## src/common/addr_dec_pkg.sv

```systemverilog
package addr_dec_pkg;

    // Attribute memory regions
    localparam logic [16:0] ATTR_CIS_LO_END   = 17'h00F9E;
    localparam logic [16:0] ATTR_RSV_LO       = 17'h00FA0;
    localparam logic [16:0] ATTR_ID_END       = 17'h00FC2;
    localparam logic [16:0] ATTR_RSV_HI       = 17'h00FFE;
    localparam logic [16:0] ATTR_CIS_HI_LO    = 17'h01000;
    localparam logic [16:0] ATTR_CIS_HI_END   = 17'h03FFE;
    localparam logic [16:0] ATTR_IMG_END      = 17'h003D6;
    localparam logic [16:0] ATTR_TOP          = 17'h03FFF;
    // Common memory regions
    localparam logic [16:0] COMMON_SRAM_END   = 17'h03FFF;
    localparam logic [16:0] COMMON_FLASH_LO   = 17'h04000;
    localparam logic [16:0] COMMON_FLASH_END  = 17'h1FFFF;
    // Card register offsets
    localparam logic [16:0] OFS_CARD_OPTION   = 17'h00FD0;
    localparam logic [16:0] OFS_CARD_CFG_STAT = 17'h00FD2;
    localparam logic [16:0] OFS_SOCKET_COPY   = 17'h00FD6;
    localparam logic [16:0] OFS_LAN_CFG_A     = 17'h00FF0;
    localparam logic [16:0] OFS_LAN_CFG_B     = 17'h00FF2;
    localparam logic [16:0] OFS_SPECIAL_STAT  = 17'h00FF4;
    // I/O offsets
    localparam logic [4:0]  IO_RDMA_LO        = 5'h10;
    localparam logic [4:0]  IO_RESET_LO       = 5'h18;
    localparam logic [4:0]  IO_MAP_CTRL_A     = 5'h00;
    localparam logic [4:0]  IO_BUS_WIDTH      = 5'h01;
    localparam logic [4:0]  IO_MAP_CTRL_B     = 5'h05;
    localparam logic [4:0]  IO_ID_LO          = 5'h08;
    localparam logic [7:0]  BUS_WIDTH_VALUE   = 8'h01;
    // SRAM image base: upper half of a 32K SRAM
    localparam logic [14:0] SRAM_IMAGE_BASE   = 15'h4000;
    // Reset values
    localparam logic [7:0]  REG_RESET         = 8'h00;
    localparam int          OPTION_LEVEL_BIT  = 6;
    // Internal reset pulse
    localparam int          RESET_PULSE_NS    = 600;
    localparam int          CLK_MHZ           = 250;
    localparam int          RESET_CYCLES      =
        (RESET_PULSE_NS * CLK_MHZ + 999) / 1000;

    typedef enum logic [3:0] {
        TGT_NONE, TGT_FLASH, TGT_SRAM, TGT_CARD_REG, TGT_CORE,
        TGT_RDMA, TGT_RESET, TGT_ID, TGT_MAP_CTRL, TGT_BUS_WIDTH
    } target_e;

    typedef struct packed {
        logic        mem_rd;
        logic        mem_wr;
        logic        io_rd;
        logic        io_wr;
        logic        attr;
        logic [16:0] addr;
        logic [7:0]  wdata;
    } host_req_s;

    typedef struct packed {
        target_e     target;
        logic        rd;
        logic        wr;
        logic [16:0] addr;
        logic [7:0]  wdata;
    } target_req_s;

    typedef struct packed {
        logic        core_sram_sel;
        logic        core_id_sel;
        logic [13:0] core_sram_addr;
    } core_map_s;

    typedef struct packed {
        host_req_s   sync1;
        host_req_s   sync2;
        logic        strap_sync1;
        logic        strap_sync2;
        logic        strap_taken;
        logic        nvm_strap;
        logic        taken;
        logic [7:0]  card_option_reg;
        logic [7:0]  socket_copy_reg;
        logic [7:0]  lan_config_a_reg;
        logic [7:0]  lan_config_b_reg;
        logic [7:0]  special_status_reg;
        logic [7:0]  shared_map_ctrl_a;
        logic [7:0]  shared_map_ctrl_b;
        logic [7:0]  rst_cnt;
        target_req_s out;
        logic [7:0]  rdata;
        logic        wait_n;
        logic        core_rst;
        core_map_s   core_map;
    } state_s;

endpackage

```

## src/pc_card_address_decoder.sv

```systemverilog
`timescale 1ns/1ps
module pc_card_address_decoder (
    // Clock, reset, enable
    input  wire logic                       clk_i,
    input  wire logic                       rst_n_i,
    input  wire logic                       ce_i,
    // Host socket pins
    input  wire addr_dec_pkg::host_req_s    host_i,
    input  wire logic                       nvm_select_strap_i,
    output logic                            wait_n_o,
    output logic [7:0]                      rdata_o,
    // On-chip status and mode
    input  wire logic                       shared_mode_i,
    input  wire logic                       autoload_done_i,
    input  wire logic                       intr_i,
    input  wire logic [15:0]                core_addr_i,
    // Target steering
    output addr_dec_pkg::target_req_s       tgt_o,
    output addr_dec_pkg::core_map_s         core_map_o,
    output logic                            core_rst_o,
    output logic                            flash_not_eeprom_select_o,
    output logic [7:0]                      lan_config_a_o,
    output logic [7:0]                      lan_config_b_o
);

    addr_dec_pkg::state_s st;
    addr_dec_pkg::state_s next_st;

    logic        active;
    logic        accept;
    logic [16:0] maddr;
    logic [16:0] img_addr;

    // Card register hit at an attribute offset
    // Reserved offsets between them stay unmatched on purpose
    function automatic logic is_card_reg(input logic [16:0] a);
        return a == addr_dec_pkg::OFS_CARD_OPTION
            || a == addr_dec_pkg::OFS_CARD_CFG_STAT
            || a == addr_dec_pkg::OFS_SOCKET_COPY
            || a == addr_dec_pkg::OFS_LAN_CFG_A
            || a == addr_dec_pkg::OFS_LAN_CFG_B
            || a == addr_dec_pkg::OFS_SPECIAL_STAT;
    endfunction

    // Attribute space decode for either strap setting
    // Card registers sit in both maps and are matched first
    // Holes between the listed ranges fall through to no target
    // The image is hidden until autoload has filled the SRAM
    function automatic addr_dec_pkg::target_e attr_target(
        input logic [16:0] a,
        input logic        strap,
        input logic        loaded
    );
        addr_dec_pkg::target_e t;
        t = addr_dec_pkg::TGT_NONE;
        if (is_card_reg(a)) begin
            t = addr_dec_pkg::TGT_CARD_REG;
        end else if (strap) begin
            if (a <= addr_dec_pkg::ATTR_CIS_LO_END) begin
                t = addr_dec_pkg::TGT_FLASH;
            end else if (a >= addr_dec_pkg::ATTR_RSV_LO
                         && a <= addr_dec_pkg::ATTR_ID_END) begin
                t = addr_dec_pkg::TGT_FLASH;
            end else if (a >= addr_dec_pkg::ATTR_CIS_HI_LO
                         && a <= addr_dec_pkg::ATTR_CIS_HI_END) begin
                t = addr_dec_pkg::TGT_FLASH;
            end
        end else if (a <= addr_dec_pkg::ATTR_IMG_END && loaded) begin
            t = addr_dec_pkg::TGT_SRAM;
        end
        return t;
    endfunction

    // Common space decode
    // The shared SRAM window wins over the flash window
    // Strap low: no flash fitted, so only shared SRAM answers
    function automatic addr_dec_pkg::target_e common_target(
        input logic [16:0] a,
        input logic        strap,
        input logic        shared
    );
        addr_dec_pkg::target_e t;
        t = addr_dec_pkg::TGT_NONE;
        if (shared && a <= addr_dec_pkg::COMMON_SRAM_END) begin
            t = addr_dec_pkg::TGT_SRAM;
        end else if (strap && a >= addr_dec_pkg::COMMON_FLASH_LO) begin
            t = addr_dec_pkg::TGT_FLASH;
        end
        return t;
    endfunction

    // I/O space decode on five address bits
    // Compatible map: three ranges cover all 32 offsets
    // Shared map: offsets 02-04 and 06-07 have no target
    function automatic addr_dec_pkg::target_e io_target(
        input logic [4:0] a,
        input logic       shared
    );
        addr_dec_pkg::target_e t;
        t = addr_dec_pkg::TGT_NONE;
        if (!shared) begin
            if (a < addr_dec_pkg::IO_RDMA_LO) begin
                t = addr_dec_pkg::TGT_CORE;
            end else if (a < addr_dec_pkg::IO_RESET_LO) begin
                t = addr_dec_pkg::TGT_RDMA;
            end else begin
                t = addr_dec_pkg::TGT_RESET;
            end
        end else if (a >= addr_dec_pkg::IO_RDMA_LO) begin
            t = addr_dec_pkg::TGT_CORE;
        end else if (a >= addr_dec_pkg::IO_ID_LO) begin
            t = addr_dec_pkg::TGT_ID;
        end else if (a == addr_dec_pkg::IO_MAP_CTRL_A
                     || a == addr_dec_pkg::IO_MAP_CTRL_B) begin
            t = addr_dec_pkg::TGT_MAP_CTRL;
        end else if (a == addr_dec_pkg::IO_BUS_WIDTH) begin
            t = addr_dec_pkg::TGT_BUS_WIDTH;
        end
        return t;
    endfunction

    // Host cycle in progress and its acceptance
    // A strobe is taken once, never while the core is in reset,
    // and not before the strap has been caught
    assign active = st.sync2.mem_rd | st.sync2.mem_wr
                  | st.sync2.io_rd | st.sync2.io_wr;
    assign accept = active & ~st.taken & (st.rst_cnt == 8'h00)
                  & st.strap_taken;
    assign maddr  = st.sync2.addr;
    assign img_addr = 17'(addr_dec_pkg::SRAM_IMAGE_BASE) + maddr;

    // Next-state logic
    // Target is picked every cycle but only latched on accept
    always_comb begin
        addr_dec_pkg::target_e t;
        t = addr_dec_pkg::TGT_NONE;
        next_st = st;
        // Two-stage synchronisers for the host pins and the strap
        // Address and data ride with the strobes, held by the host
        next_st.sync1 = host_i;
        next_st.sync2 = st.sync1;
        next_st.strap_sync1 = nvm_select_strap_i;
        next_st.strap_sync2 = st.strap_sync1;
        // Strap caught once after reset release
        // The map then stays put until the next hardware reset
        if (!st.strap_taken) begin
            next_st.strap_taken = 1'b1;
            next_st.nvm_strap = st.strap_sync2;
        end
        // Pick the target of the current host cycle
        if (st.sync2.io_rd | st.sync2.io_wr) begin
            t = io_target(st.sync2.addr[4:0], shared_mode_i);
        end else if (st.sync2.attr) begin
            if (maddr <= addr_dec_pkg::ATTR_TOP) begin
                t = attr_target(maddr, st.nvm_strap, autoload_done_i);
            end
        end else begin
            t = common_target(maddr, st.nvm_strap, shared_mode_i);
        end
        // Default: no strobe this cycle
        // Taken stays set until the synced strobe drops
        next_st.out.rd = 1'b0;
        next_st.out.wr = 1'b0;
        next_st.taken = active & (st.taken | accept);
        if (accept) begin
            next_st.out.target = t;
            next_st.out.wdata = st.sync2.wdata;
            next_st.out.addr = maddr;
            if (st.sync2.io_rd | st.sync2.io_wr) begin
                next_st.out.addr = {12'h000, maddr[4:0]};
            end else if (t == addr_dec_pkg::TGT_SRAM && st.sync2.attr) begin
                next_st.out.addr = img_addr;
            end
            // Image writes give no pulse: the SRAM copy is read-only
            next_st.out.rd = (st.sync2.mem_rd | st.sync2.io_rd)
                           & (t != addr_dec_pkg::TGT_NONE);
            next_st.out.wr = (st.sync2.mem_wr | st.sync2.io_wr)
                           & (t != addr_dec_pkg::TGT_NONE)
                           & ~(t == addr_dec_pkg::TGT_SRAM
                               && st.sync2.attr);
            // Anything but a local register reads back as zero
            next_st.rdata = addr_dec_pkg::REG_RESET;
            // Local register reads
            if (t == addr_dec_pkg::TGT_BUS_WIDTH) begin
                next_st.rdata = addr_dec_pkg::BUS_WIDTH_VALUE;
            end else if (t == addr_dec_pkg::TGT_CARD_REG) begin
                unique case (maddr)
                    addr_dec_pkg::OFS_CARD_OPTION: begin
                        next_st.rdata = st.card_option_reg;
                        next_st.rdata[addr_dec_pkg::OPTION_LEVEL_BIT] = 1'b1;
                    end
                    addr_dec_pkg::OFS_CARD_CFG_STAT: begin
                        next_st.rdata = {6'h00, intr_i, 1'b0};
                    end
                    addr_dec_pkg::OFS_SOCKET_COPY: begin
                        next_st.rdata = st.socket_copy_reg;
                    end
                    addr_dec_pkg::OFS_LAN_CFG_A: begin
                        next_st.rdata = st.lan_config_a_reg;
                    end
                    addr_dec_pkg::OFS_LAN_CFG_B: begin
                        next_st.rdata = st.lan_config_b_reg;
                    end
                    default: begin
                        next_st.rdata = st.special_status_reg;
                    end
                endcase
            end
            // Local register writes
            if (st.sync2.mem_wr && t == addr_dec_pkg::TGT_CARD_REG) begin
                unique case (maddr)
                    addr_dec_pkg::OFS_CARD_OPTION: begin
                        next_st.card_option_reg = st.sync2.wdata;
                    end
                    addr_dec_pkg::OFS_SOCKET_COPY: begin
                        next_st.socket_copy_reg = st.sync2.wdata;
                    end
                    addr_dec_pkg::OFS_LAN_CFG_A: begin
                        next_st.lan_config_a_reg = st.sync2.wdata;
                    end
                    addr_dec_pkg::OFS_LAN_CFG_B: begin
                        next_st.lan_config_b_reg = st.sync2.wdata;
                    end
                    addr_dec_pkg::OFS_SPECIAL_STAT: begin
                        next_st.special_status_reg = st.sync2.wdata;
                    end
                    default: begin
                    end
                endcase
            end
            if (st.sync2.io_wr && t == addr_dec_pkg::TGT_MAP_CTRL) begin
                if (st.sync2.addr[4:0] == addr_dec_pkg::IO_MAP_CTRL_A) begin
                    next_st.shared_map_ctrl_a = st.sync2.wdata;
                end else begin
                    next_st.shared_map_ctrl_b = st.sync2.wdata;
                end
            end
            // Reset port read starts the internal reset pulse
            // Accept is blocked while it runs, so it cannot retrigger
            if (st.sync2.io_rd && t == addr_dec_pkg::TGT_RESET) begin
                next_st.rst_cnt = 8'(addr_dec_pkg::RESET_CYCLES);
            end
        end else if (st.rst_cnt != 8'h00) begin
            next_st.rst_cnt = st.rst_cnt - 8'h01;
        end
        next_st.core_rst = (next_st.rst_cnt != 8'h00);
        // Hold the host off while the core is in reset
        // The next count is used so wait drops with the pulse
        next_st.wait_n = ~(active & (next_st.rst_cnt != 8'h00));
        // Core local map in compatible mode
        // Bit 14 splits SRAM from ID registers; higher bits alias
        next_st.core_map.core_sram_sel = ~shared_mode_i
                                       & core_addr_i[14];
        next_st.core_map.core_id_sel = ~shared_mode_i
                                     & ~core_addr_i[14];
        next_st.core_map.core_sram_addr = core_addr_i[13:0];
    end

    // State register
    // Low clock enable freezes every field, synchronisers included
    always_ff @(posedge clk_i) begin
        if (!rst_n_i) begin
            st <= '0;
            st.wait_n <= 1'b1;
            st.out.target <= addr_dec_pkg::TGT_NONE;
            // Strap synchroniser runs through reset so it has settled
            st.strap_sync1 <= next_st.strap_sync1;
            st.strap_sync2 <= next_st.strap_sync2;
        end else if (ce_i) begin
            st <= next_st;
        end
    end

    // Outputs straight from the state register
    // Shared map controls are write-only and kept internal
    assign tgt_o                     = st.out;
    assign rdata_o                   = st.rdata;
    assign wait_n_o                  = st.wait_n;
    assign core_rst_o                = st.core_rst;
    assign core_map_o                = st.core_map;
    assign flash_not_eeprom_select_o = st.nvm_strap;
    assign lan_config_a_o            = st.lan_config_a_reg;
    assign lan_config_b_o            = st.lan_config_b_reg;

endmodule

```

## config.mk

```make
export PLATFORM = sky130hd
export DESIGN_NAME = pc_card_address_decoder
export DESIGN_NICKNAME = d
export VERILOG_FILES = /design/src/common/addr_dec_pkg.sv /design/src/pc_card_address_decoder.sv
export SDC_FILE = /design/constraint.sdc
export NUM_CORES = 1
export LEC_CHECK = 0
export BUFFER_PORTS_ARGS = -buffer_cell sky130_fd_sc_hd__buf_2
export CORE_MARGIN = 2
export CORE_UTILIZATION = 45
export DETAILED_ROUTE_END_ITERATION = 8
export GPL_TIMING_DRIVEN = 0
export PLACE_DENSITY = 0.72
export RECOVER_POWER = 50
export SYNTH_ARGS = -nofsm -noshare
export SYNTH_HDL_FRONTEND = slang
export SYNTH_SLANG_ARGS = --single-unit
```

## constraint.sdc

```tcl
create_clock -name clk_i -period 6.9 [get_ports clk_i]
set_input_delay 0 -clock clk_i [delete_from_list [all_inputs] [get_ports clk_i]]
set_output_delay 0 -clock clk_i [all_outputs]
set_load 0.02 [all_outputs]
```

==> results of run 1 <==
## layout by cell type, fill, tap and decap left out, types with 16 or more instances in the layout
cell type / n
nor2b_1: 85
dfxtp_1: 167
nand3_1: 27
mux2i_1: 114
buf_2: 58
clkbuf_16: 17
nand2_1: 119
a21oi_1: 16
a21boi_0: 27
clkbuf_1: 113
nor2_1: 21
buf_4: 71
dlygate4sd3_1: 47
## report_power, final
| group | switching (mW) | total (mW) | leakage (nW) | internal [mW] |
|---|---|---|---|---|
| logic | 0.236 | 0.424 | 2.27 | 0.188 |
| registers | 0.0386 | 1.06 | 1.38 | 1.03 |
| clock network | 0.415 | 0.919 | 0.280 | 0.504 |
| total | 0.690 | 2.41 | 3.93 | 1.72 |
## path summary, 6_finish.rpt
check	startpoint	endpoint	slack [ps]	cells after the start
setup / recovery	maddr[6]	lan_config_a_o[2]	3860	7
hold / removal	shared_mode_i	core_map_o[14]	50	4
setup reg to reg	maddr[6]	lan_config_a_o[2]	3860	7
hold reg to reg	tgt_o[26]	tgt_o[26]	460	2
## through the flow
stage | hold slack (ps) | utilization | cells
floorplan | 169 | - | 843
global placement | 256 | 0.513 | 1191
detailed placement | 264 | 0.513 | 1191
CTS | 40.1 | 0.573 | 1270
global route | 70.6 | 0.567 | 1270
finish | 49.4 | 0.567 | 1270
## timing repair
item                      CTS  global route
hold endpoints to repair   47             0
hold buffers               47             0
resized for setup           0             0
## area by class of cell
cell class | count | area share
repair buffers | 170 | 0.101
plain buffers | 121 | 0.0753
clock inverters | 15 | 0.0145
clock buffers | 17 | 0.0433
flip-flops and latches | 169 | 0.347
inverters | 13 | 0.00497
multi-input cells | 540 | 0.385
well taps | 225 | 0.0287
## state kept, by name, indices dropped and copies added, names as in the netlist, 8 cells and up
register,cells
core_map_o,16
lan_config_b_o,8
maddr,17
st,47
tgt_o,31
rdata_o,8
lan_config_a_o,8
next_st,31
## synthesized netlist by cell type, types with 2 or more instances
cell        n  area, µm²
nor4_4      4       85.1
buf_4      71        533
a22o_1      7       61.3
nand2_1   119        447
nor3_4      5       81.3
buf_1       8       30.0
a22oi_1     8       60.1
xor2_1      2       17.5
nor3_1      8       40.0
clkbuf_1   32        120
nor2_1     21       78.8
nand2b_1    2       12.5
nand3_1    27        135
or3_1       8       50.1
and4_1      2       17.5
o31ai_1     4       30.0
or2_2       3       18.8
dfxtp_1   167       3340
o21ai_0    12       60.1
nor2b_1    85        532
nor4_1      4       25.0
a21oi_1    16       80.1
inv_1      12       45.0
nand4_1     5       31.3
or4_4       2       22.5
and3_1      2       12.5
o211ai_1    2       15.0
ha_1        5       62.6
edfxtp_1    2       60.1
a222oi_1    6       60.1
mux2i_1   114       1140
a21boi_0   27        203
buf_2       9       45.0
a211oi_1    2       15.0
a31oi_1     2       12.5
nor3b_1     2       15.0
xnor2_1     2       17.5
nand3b_1    2       15.0
## tightest hold or removal path, stage by stage
cell     delay (ps)
buf_2           180
nor3_1           70
a21oi_1         120
nor2b_1          60
## per-layer routing
metal / share of wire / global-route usage / vias to the layer above
met5: 0 / 0 / -
met4: 0.023 / 0.0790 / 0
met3: 0.053 / 0.0404 / 32
met2: 0.47 / 0.360 / 177
met1: 0.45 / 0.287 / 2985
li1: - / - / 3215
## cell families after synthesis
kind of cell,count (synthesis)
AOI/OAI and AO/OA,102
xor gates and xnor gates,4
DFF,169
adders and majority gates,5
buffers and inverters,134
and+or+nand+nor,314
muxes,115
==> metrics.md, run 1 <==
| Metric | Value |
|---|---|
| Depth of the CTS H-tree | `4` |
| FF+latch area | `3400 µm²` |
| Share of cells above drive strength 1 | `0.184` |
| Crit path time final | `3040 ps` |
| First-pass GRT wire length | `31900 µm` |
| Multiplexer share of the synthesized area | `0.145` |
| Cell area after synthesis | `7970 µm²` |
| Syn Nets | `901` |
| Gpl congestion | `0.931` |
| Fill count | `1566` |
| Post-synthesis async set-or-reset flop share | `0` |
| DRT antenna net count | `0` |
| Sink Count | `169` |
| Syn Inst Count | `843` |
| N_diodes | `0` |
| # DRC | `0` |
| Cell area after layout | `9810 µm²` |
| Top delay family on crit path | `simple AND/OR/NAND/NOR gates` |
| Clock input transition at the sequential cells of the worst setup and hold paths | `70 ps` |
| IO Count | `127` |
| Power Density | `245 nW/µm²` |
| Die area | `18800 µm²` |
| TritonCTS clock tree | `done` |
| Top FF cell, synth | `dfxtp_1` |
| WP data arrival | `3400 ps` |
| Clk_lat worst skew | `430 ps` |
| Final wirelength | `20000 µm` |
| Cells along the critical path | `nand4_4, nor4_4, mux2_2, a221oi_2, nor2_2, nor3_4, mux2i_1` |
| Compound-Gate Fraction of Synth Area | `0.0976` |
| Die Wd | `137 µm` |
| Largest family of logic cells by synthesized area | `simple AND/OR/NAND/NOR gates` |
| Port bufs | `123` |
| Register area share after synthesis | `0.427` |
| Yosys reg bits | `169` |
| Leakage Power | `3.93 nW` |
| TritonCTS buffer count | `17` |
| Crit path kind | `reg -> reg` |
| EDFF count, synth | `2` |
| CP max stage delay | `620 ps` |
| Drt wl/cell | `15.7 µm` |
| Adder-Cell Fraction of Synth Area | `0.00785` |
| Final period utilization | `0.440` |
| DRT iter0 DRCs | `398` |
| Root Buffer Master | `clkbuf_16` |
| Multi-input logic area | `3780 µm²` |
| Final hold vios | `0` |
| Largest net degree at the start of global routing | `17` |
| # setup viols final | `0` |
| Gr usage total | `0.219` |
| WP data required | `7260 ps` |
| Worst path buffer plus inverter count | `0` |
| CP endpoint kind | `flop` |
| GRT Residual Overflow | `0` |
| RSZ-0062 raised after global routing | `false` |
| Row cnt | `48` |
| Post-Synth XOR/XNOR Area | `0.00439` |
| Max FO, Critical Path | `8` |
| Startpoint Class | `flop` |
| DR pass1 iterations | `6` |
| Final WS setup | `3860 ps` |
| Placeable Area | `17300 µm²` |
| Hold crit path type | `in -> reg` |
| Max-capacitance violation count | `0` |
| Least-Margin Pin Slew | `934 ps` |
| Nets | `1090` |
| Number of global-route vias before repair | `6170` |
| Vias per cell | `5.05` |
| Initial core utilization | `0.461` |
| Longest Clk Path Bufs | `2` |
| VDD IR max | `0.162 mV` |
| Hpwl dp | `14300 µm` |
| Max_slew headroom | `0.372` |
| Post-synthesis simple-gate area fraction | `0.220` |
| Area grow syn2layout | `23.1%` |
| Worst slack at placement | `3900 ps` |
| Vias | `6409` |
| Critical path's slowest cell | `nor3_4` |
| Total power | `2.41 mW` |
| Post-Route Setup TNS | `0 ps` |
| Post-CTS setup buffers | `0` |
| Max frequency | `329 MHz` |
| Initial antenna violation count | `0` |
| Syn Area/Cell | `9.46 µm²` |
| Height of the die | `137 µm` |
| Post-synth cell types | `70` |
| Setup Skew | `8.88 ps` |
| Synth warn | `0` |
| DP Area | `8870 µm²` |
| Outcome | `finished, final reports clean` |
| Final Max Slew Viols | `0` |
Power figures use the tool's default switching activity.
==> run 2: changes to the inputs <==
--- a/config.mk
+++ b/config.mk
@@ -5,12 +5,13 @@
 export SDC_FILE = /design/constraint.sdc
 export NUM_CORES = 1
 export LEC_CHECK = 0
+export ABC_AREA = 1
 export BUFFER_PORTS_ARGS = -buffer_cell sky130_fd_sc_hd__buf_2
 export CORE_MARGIN = 2
 export CORE_UTILIZATION = 45
 export DETAILED_ROUTE_END_ITERATION = 8
 export GPL_TIMING_DRIVEN = 0
-export PLACE_DENSITY = 0.72
+export PLACE_DENSITY = 0.75
 export RECOVER_POWER = 50
 export SYNTH_ARGS = -nofsm -noshare
 export SYNTH_HDL_FRONTEND = slang
==> constraint.sdc (replaced) <==
create_clock -name clk_i -period 2.5 [get_ports clk_i]
set_input_delay 0 -clock clk_i [delete_from_list [all_inputs] [get_ports clk_i]]
set_output_delay 0 -clock clk_i [all_outputs]
set_load 0.02 [all_outputs]
==> metrics.md, run 2 <==
| Metric | Value |
|---|---|
| Top FF cell, synth | `dfxtp_1` |
| Crit path time final | `2480 ps` |
| Reg-to-reg slack, setup | `20 ps` |
| Number of global-route vias before repair | `6370` |
| Hold Startpoint | `rst_n_i` |
| Most common cell on crit path | `nand2_1` |
| Top delay family on crit path | `simple AND/OR/NAND/NOR gates` |
| Vias | `7055` |
| Reg2Reg Depth | `20` |
| Row cnt | `46` |
| Top post-synthesis cells by count | `dfxtp_1 (167), nand2_1 (142), nor2_1 (126)` |
| Root Buffer Master | `clkbuf_16` |
| Worst R2R Start | `maddr[15]` |
| Height of the die | `132 µm` |
| CP max stage delay | `340 ps` |
| Syn Nets | `1021` |
| Hold Crit Depth | `3` |
| Outcome | `finished, final reports clean` |
| Final hold vios | `0` |
| Largest family of logic cells by synthesized area | `simple AND/OR/NAND/NOR gates` |
| Reg-to-Reg End | `wait_n_o` |
| WP data arrival | `2810 ps` |
| # DRC | `0` |
| # setup viols final | `0` |
| Max_slew headroom | `0.365` |
| CP endpoint kind | `flop` |
| Placeable Area | `15900 µm²` |
| Grt met2 use | `0.366` |
| Clk_lat worst skew | `430 ps` |
| Syn Area/Cell | `7.65 µm²` |
| Power Density | `671 nW/µm²` |
| Cells along the critical path | `inv_4, ha_4, nand2_4, nor2_4, nand4_1, nand2_2, nor2_4, nand3_2, nand2_1, nand2_1, nand2_2, nand2_4, buf_6, nand4_1, nand3_1, nor2_1, nand2_1, nand3_1, nand2_1, inv_1` |
| Top-count cell post-synth | `dfxtp_1` |
| DRT antenna net count | `0` |
| Area leader, netlist | `dfxtp_1` |
| Largest register FFs | `47` |
| EDFF count, synth | `2` |
| Max frequency | `403 MHz` |
| Synth top area share | `0.454` |
| Final Max Slew Viols | `0` |
| Fill count | `1417` |
| Drt wl/cell | `14.5 µm` |
| Adder-Cell Fraction of Synth Area | `0.00849` |
| Global-route layer with the greatest usage | `met2` |
| Post-Route Setup TNS | `0 ps` |
| Min-Delay Endpoint | `tgt_o[13]` |
| Synth warn | `0` |
| Hpwl dp | `14300 µm` |
| Max-capacitance violation count | `0` |
| Syn Inst Count | `963` |
| Post-synthesis simple-gate area fraction | `0.201` |
| RSZ-0062 raised after global routing | `true` |
| Register area share after synthesis | `0.462` |
| Most frequent cells in the layout | `dfxtp_1 (157), nand2_1 (139), nor2_1 (116)` |
| Vias per cell | `5.02` |
| Commonest non-fill, non-tap cell in the layout | `dfxtp_1` |
| GRT Residual Overflow | `0` |
| Initial core utilization | `0.462` |
| Area grow syn2layout | `31.6%` |
| Final wirelength | `20400 µm` |
| Synth area leaders | `dfxtp_1 (45%), buf_4 (7.2%), nand2_1 (7.2%)` |
| M1 GR Usage | `0.303` |
| Leakage Power | `4.17 nW` |
| Hold Worst Slack | `54.1 ps` |
| TritonCTS buffer count | `17` |
| DR pass1 iterations | `6` |
| Cell area after synthesis | `7360 µm²` |
| Util after Layout | `0.608` |
| Post-Synth XOR/XNOR Area | `0.00595` |
| Setup Skew | `9.15 ps` |
| Multiplexer share of the synthesized area | `0` |
| Max FO, Critical Path | `6` |
| Die area | `17400 µm²` |
| Post-synth cell types | `37` |
| Hold crit path type | `in -> reg` |
| Largest net degree at the start of global routing | `17` |
| Die Wd | `132 µm` |
| Longest Clk Path Bufs | `2` |
| Startpoint Class | `flop` |
| Critical path's slowest cell | `dfxtp_2` |
| Least-Margin Pin Slew | `945 ps` |
| Met3 Resource Use GR | `0.0477` |
| Post-synthesis async set-or-reset flop share | `0` |
| Gr usage total | `0.227` |
| Clock input transition at the sequential cells of the worst setup and hold paths | `60 ps` |
| DRT iter0 DRCs | `630` |
| IO Count | `127` |
| VDD IR max | `0.514 mV` |
| Nets | `1233` |
| Depth of the CTS H-tree | `4` |
| Port bufs | `125` |
| Gpl congestion | `0.980` |
| Crit path kind | `reg -> reg` |
| TritonCTS clock tree | `done` |
| Share of cells above drive strength 1 | `0.223` |
| Largest Register | `st` |
| WP data required | `2830 ps` |
| Yosys reg bits | `169` |
| Compound-Gate Fraction of Synth Area | `0.171` |
| Worst path buffer plus inverter count | `3` |
| Final period utilization | `0.994` |
| Initial antenna violation count | `1` |
| First-pass GRT wire length | `31900 µm` |
| Sink Count | `169` |
[run 2: cell families after synthesis]
group                    Yosys count
adder cells (fa/ha/maj)            5
AND/OR/NAND/NOR                  345
XOR/XNOR                           5
buffers and inverters            221
AO/OA/AOI/OAI                    218
flip-flops                       169
[run 2: how the worst max path moves through the flow]
stage | startpoint | endpoint | slack, ps | depth (start not counted)
2_1_floorplan | maddr[14] | st[109] | 270 | 20
3_3_place_gp | maddr[14] | tgt_o[24] | -280 | 17
3_5_place_dp | maddr[14] | tgt_o[24] | -250 | 17
4_1_cts | maddr[9] | st[110] | 10 | 20
5_1_grt | maddr[15] | st[108] | -140 | 20
6_report | maddr[15] | wait_n_o | 20 | 20
[run 2: through the flow]
stage | power (mW) | setup slack [ps] | instances | cell area, µm²
floorplan | 3.58 | 271 | 963 | 7360
detailed placement | 3.83 | -246 | 1304 | 8260
CTS | 6.45 | 10.1 | 1393 | 9470
finish | 6.51 | 16.1 | 1405 | 9690
global placement | 3.80 | -282 | 1304 | 8260
global route | 6.74 | -136 | 1405 | 9690
[run 2: worst min-delay path, cell delays in order]
cell and delay, ps:
buf_2 160, inv_1 210, a21oi_1 60
[run 2: power breakdown]
group | switching [mW] | internal [mW]
registers | 0.0873 | 2.82
logic | 0.626 | 0.401
clock network | 1.09 | 1.48
total | 1.80 | 4.70
[run 2: area by class of cell]
class | instances | area [µm²] | share of cell area
inverters | 114 | 453 | 0.0467
diodes | 1 | 2.50 | 0.000258
multi-input cells | 573 | 3090 | 0.318
clock inverters | 9 | 87.6 | 0.00903
flip-flops and latches | 169 | 3420 | 0.353
well taps | 216 | 270 | 0.0279
plain buffers | 106 | 689 | 0.0711
repair buffers | 194 | 1200 | 0.124
clock buffers | 23 | 488 | 0.0503
[run 2: timing repair]
| item | CTS | global route |
|---|---|---|
| hold endpoints to repair | 48 | 0 |
| endpoints found under the setup margin | 67 | 81 |
| gates cloned | 0 | 1 |
| resized for setup | 26 | 88 |
| hold buffers | 48 | 0 |
| buffers inserted | 9 | 11 |
| pin swaps | 9 | 27 |
[run 2: metal layers]
metal / wire (µm) / up-vias
li1: - / 3523
met1: 9420 / 3243
met2: 9380 / 257
met3: 1220 / 32
met4: 408 / 0
met5: 0 / -
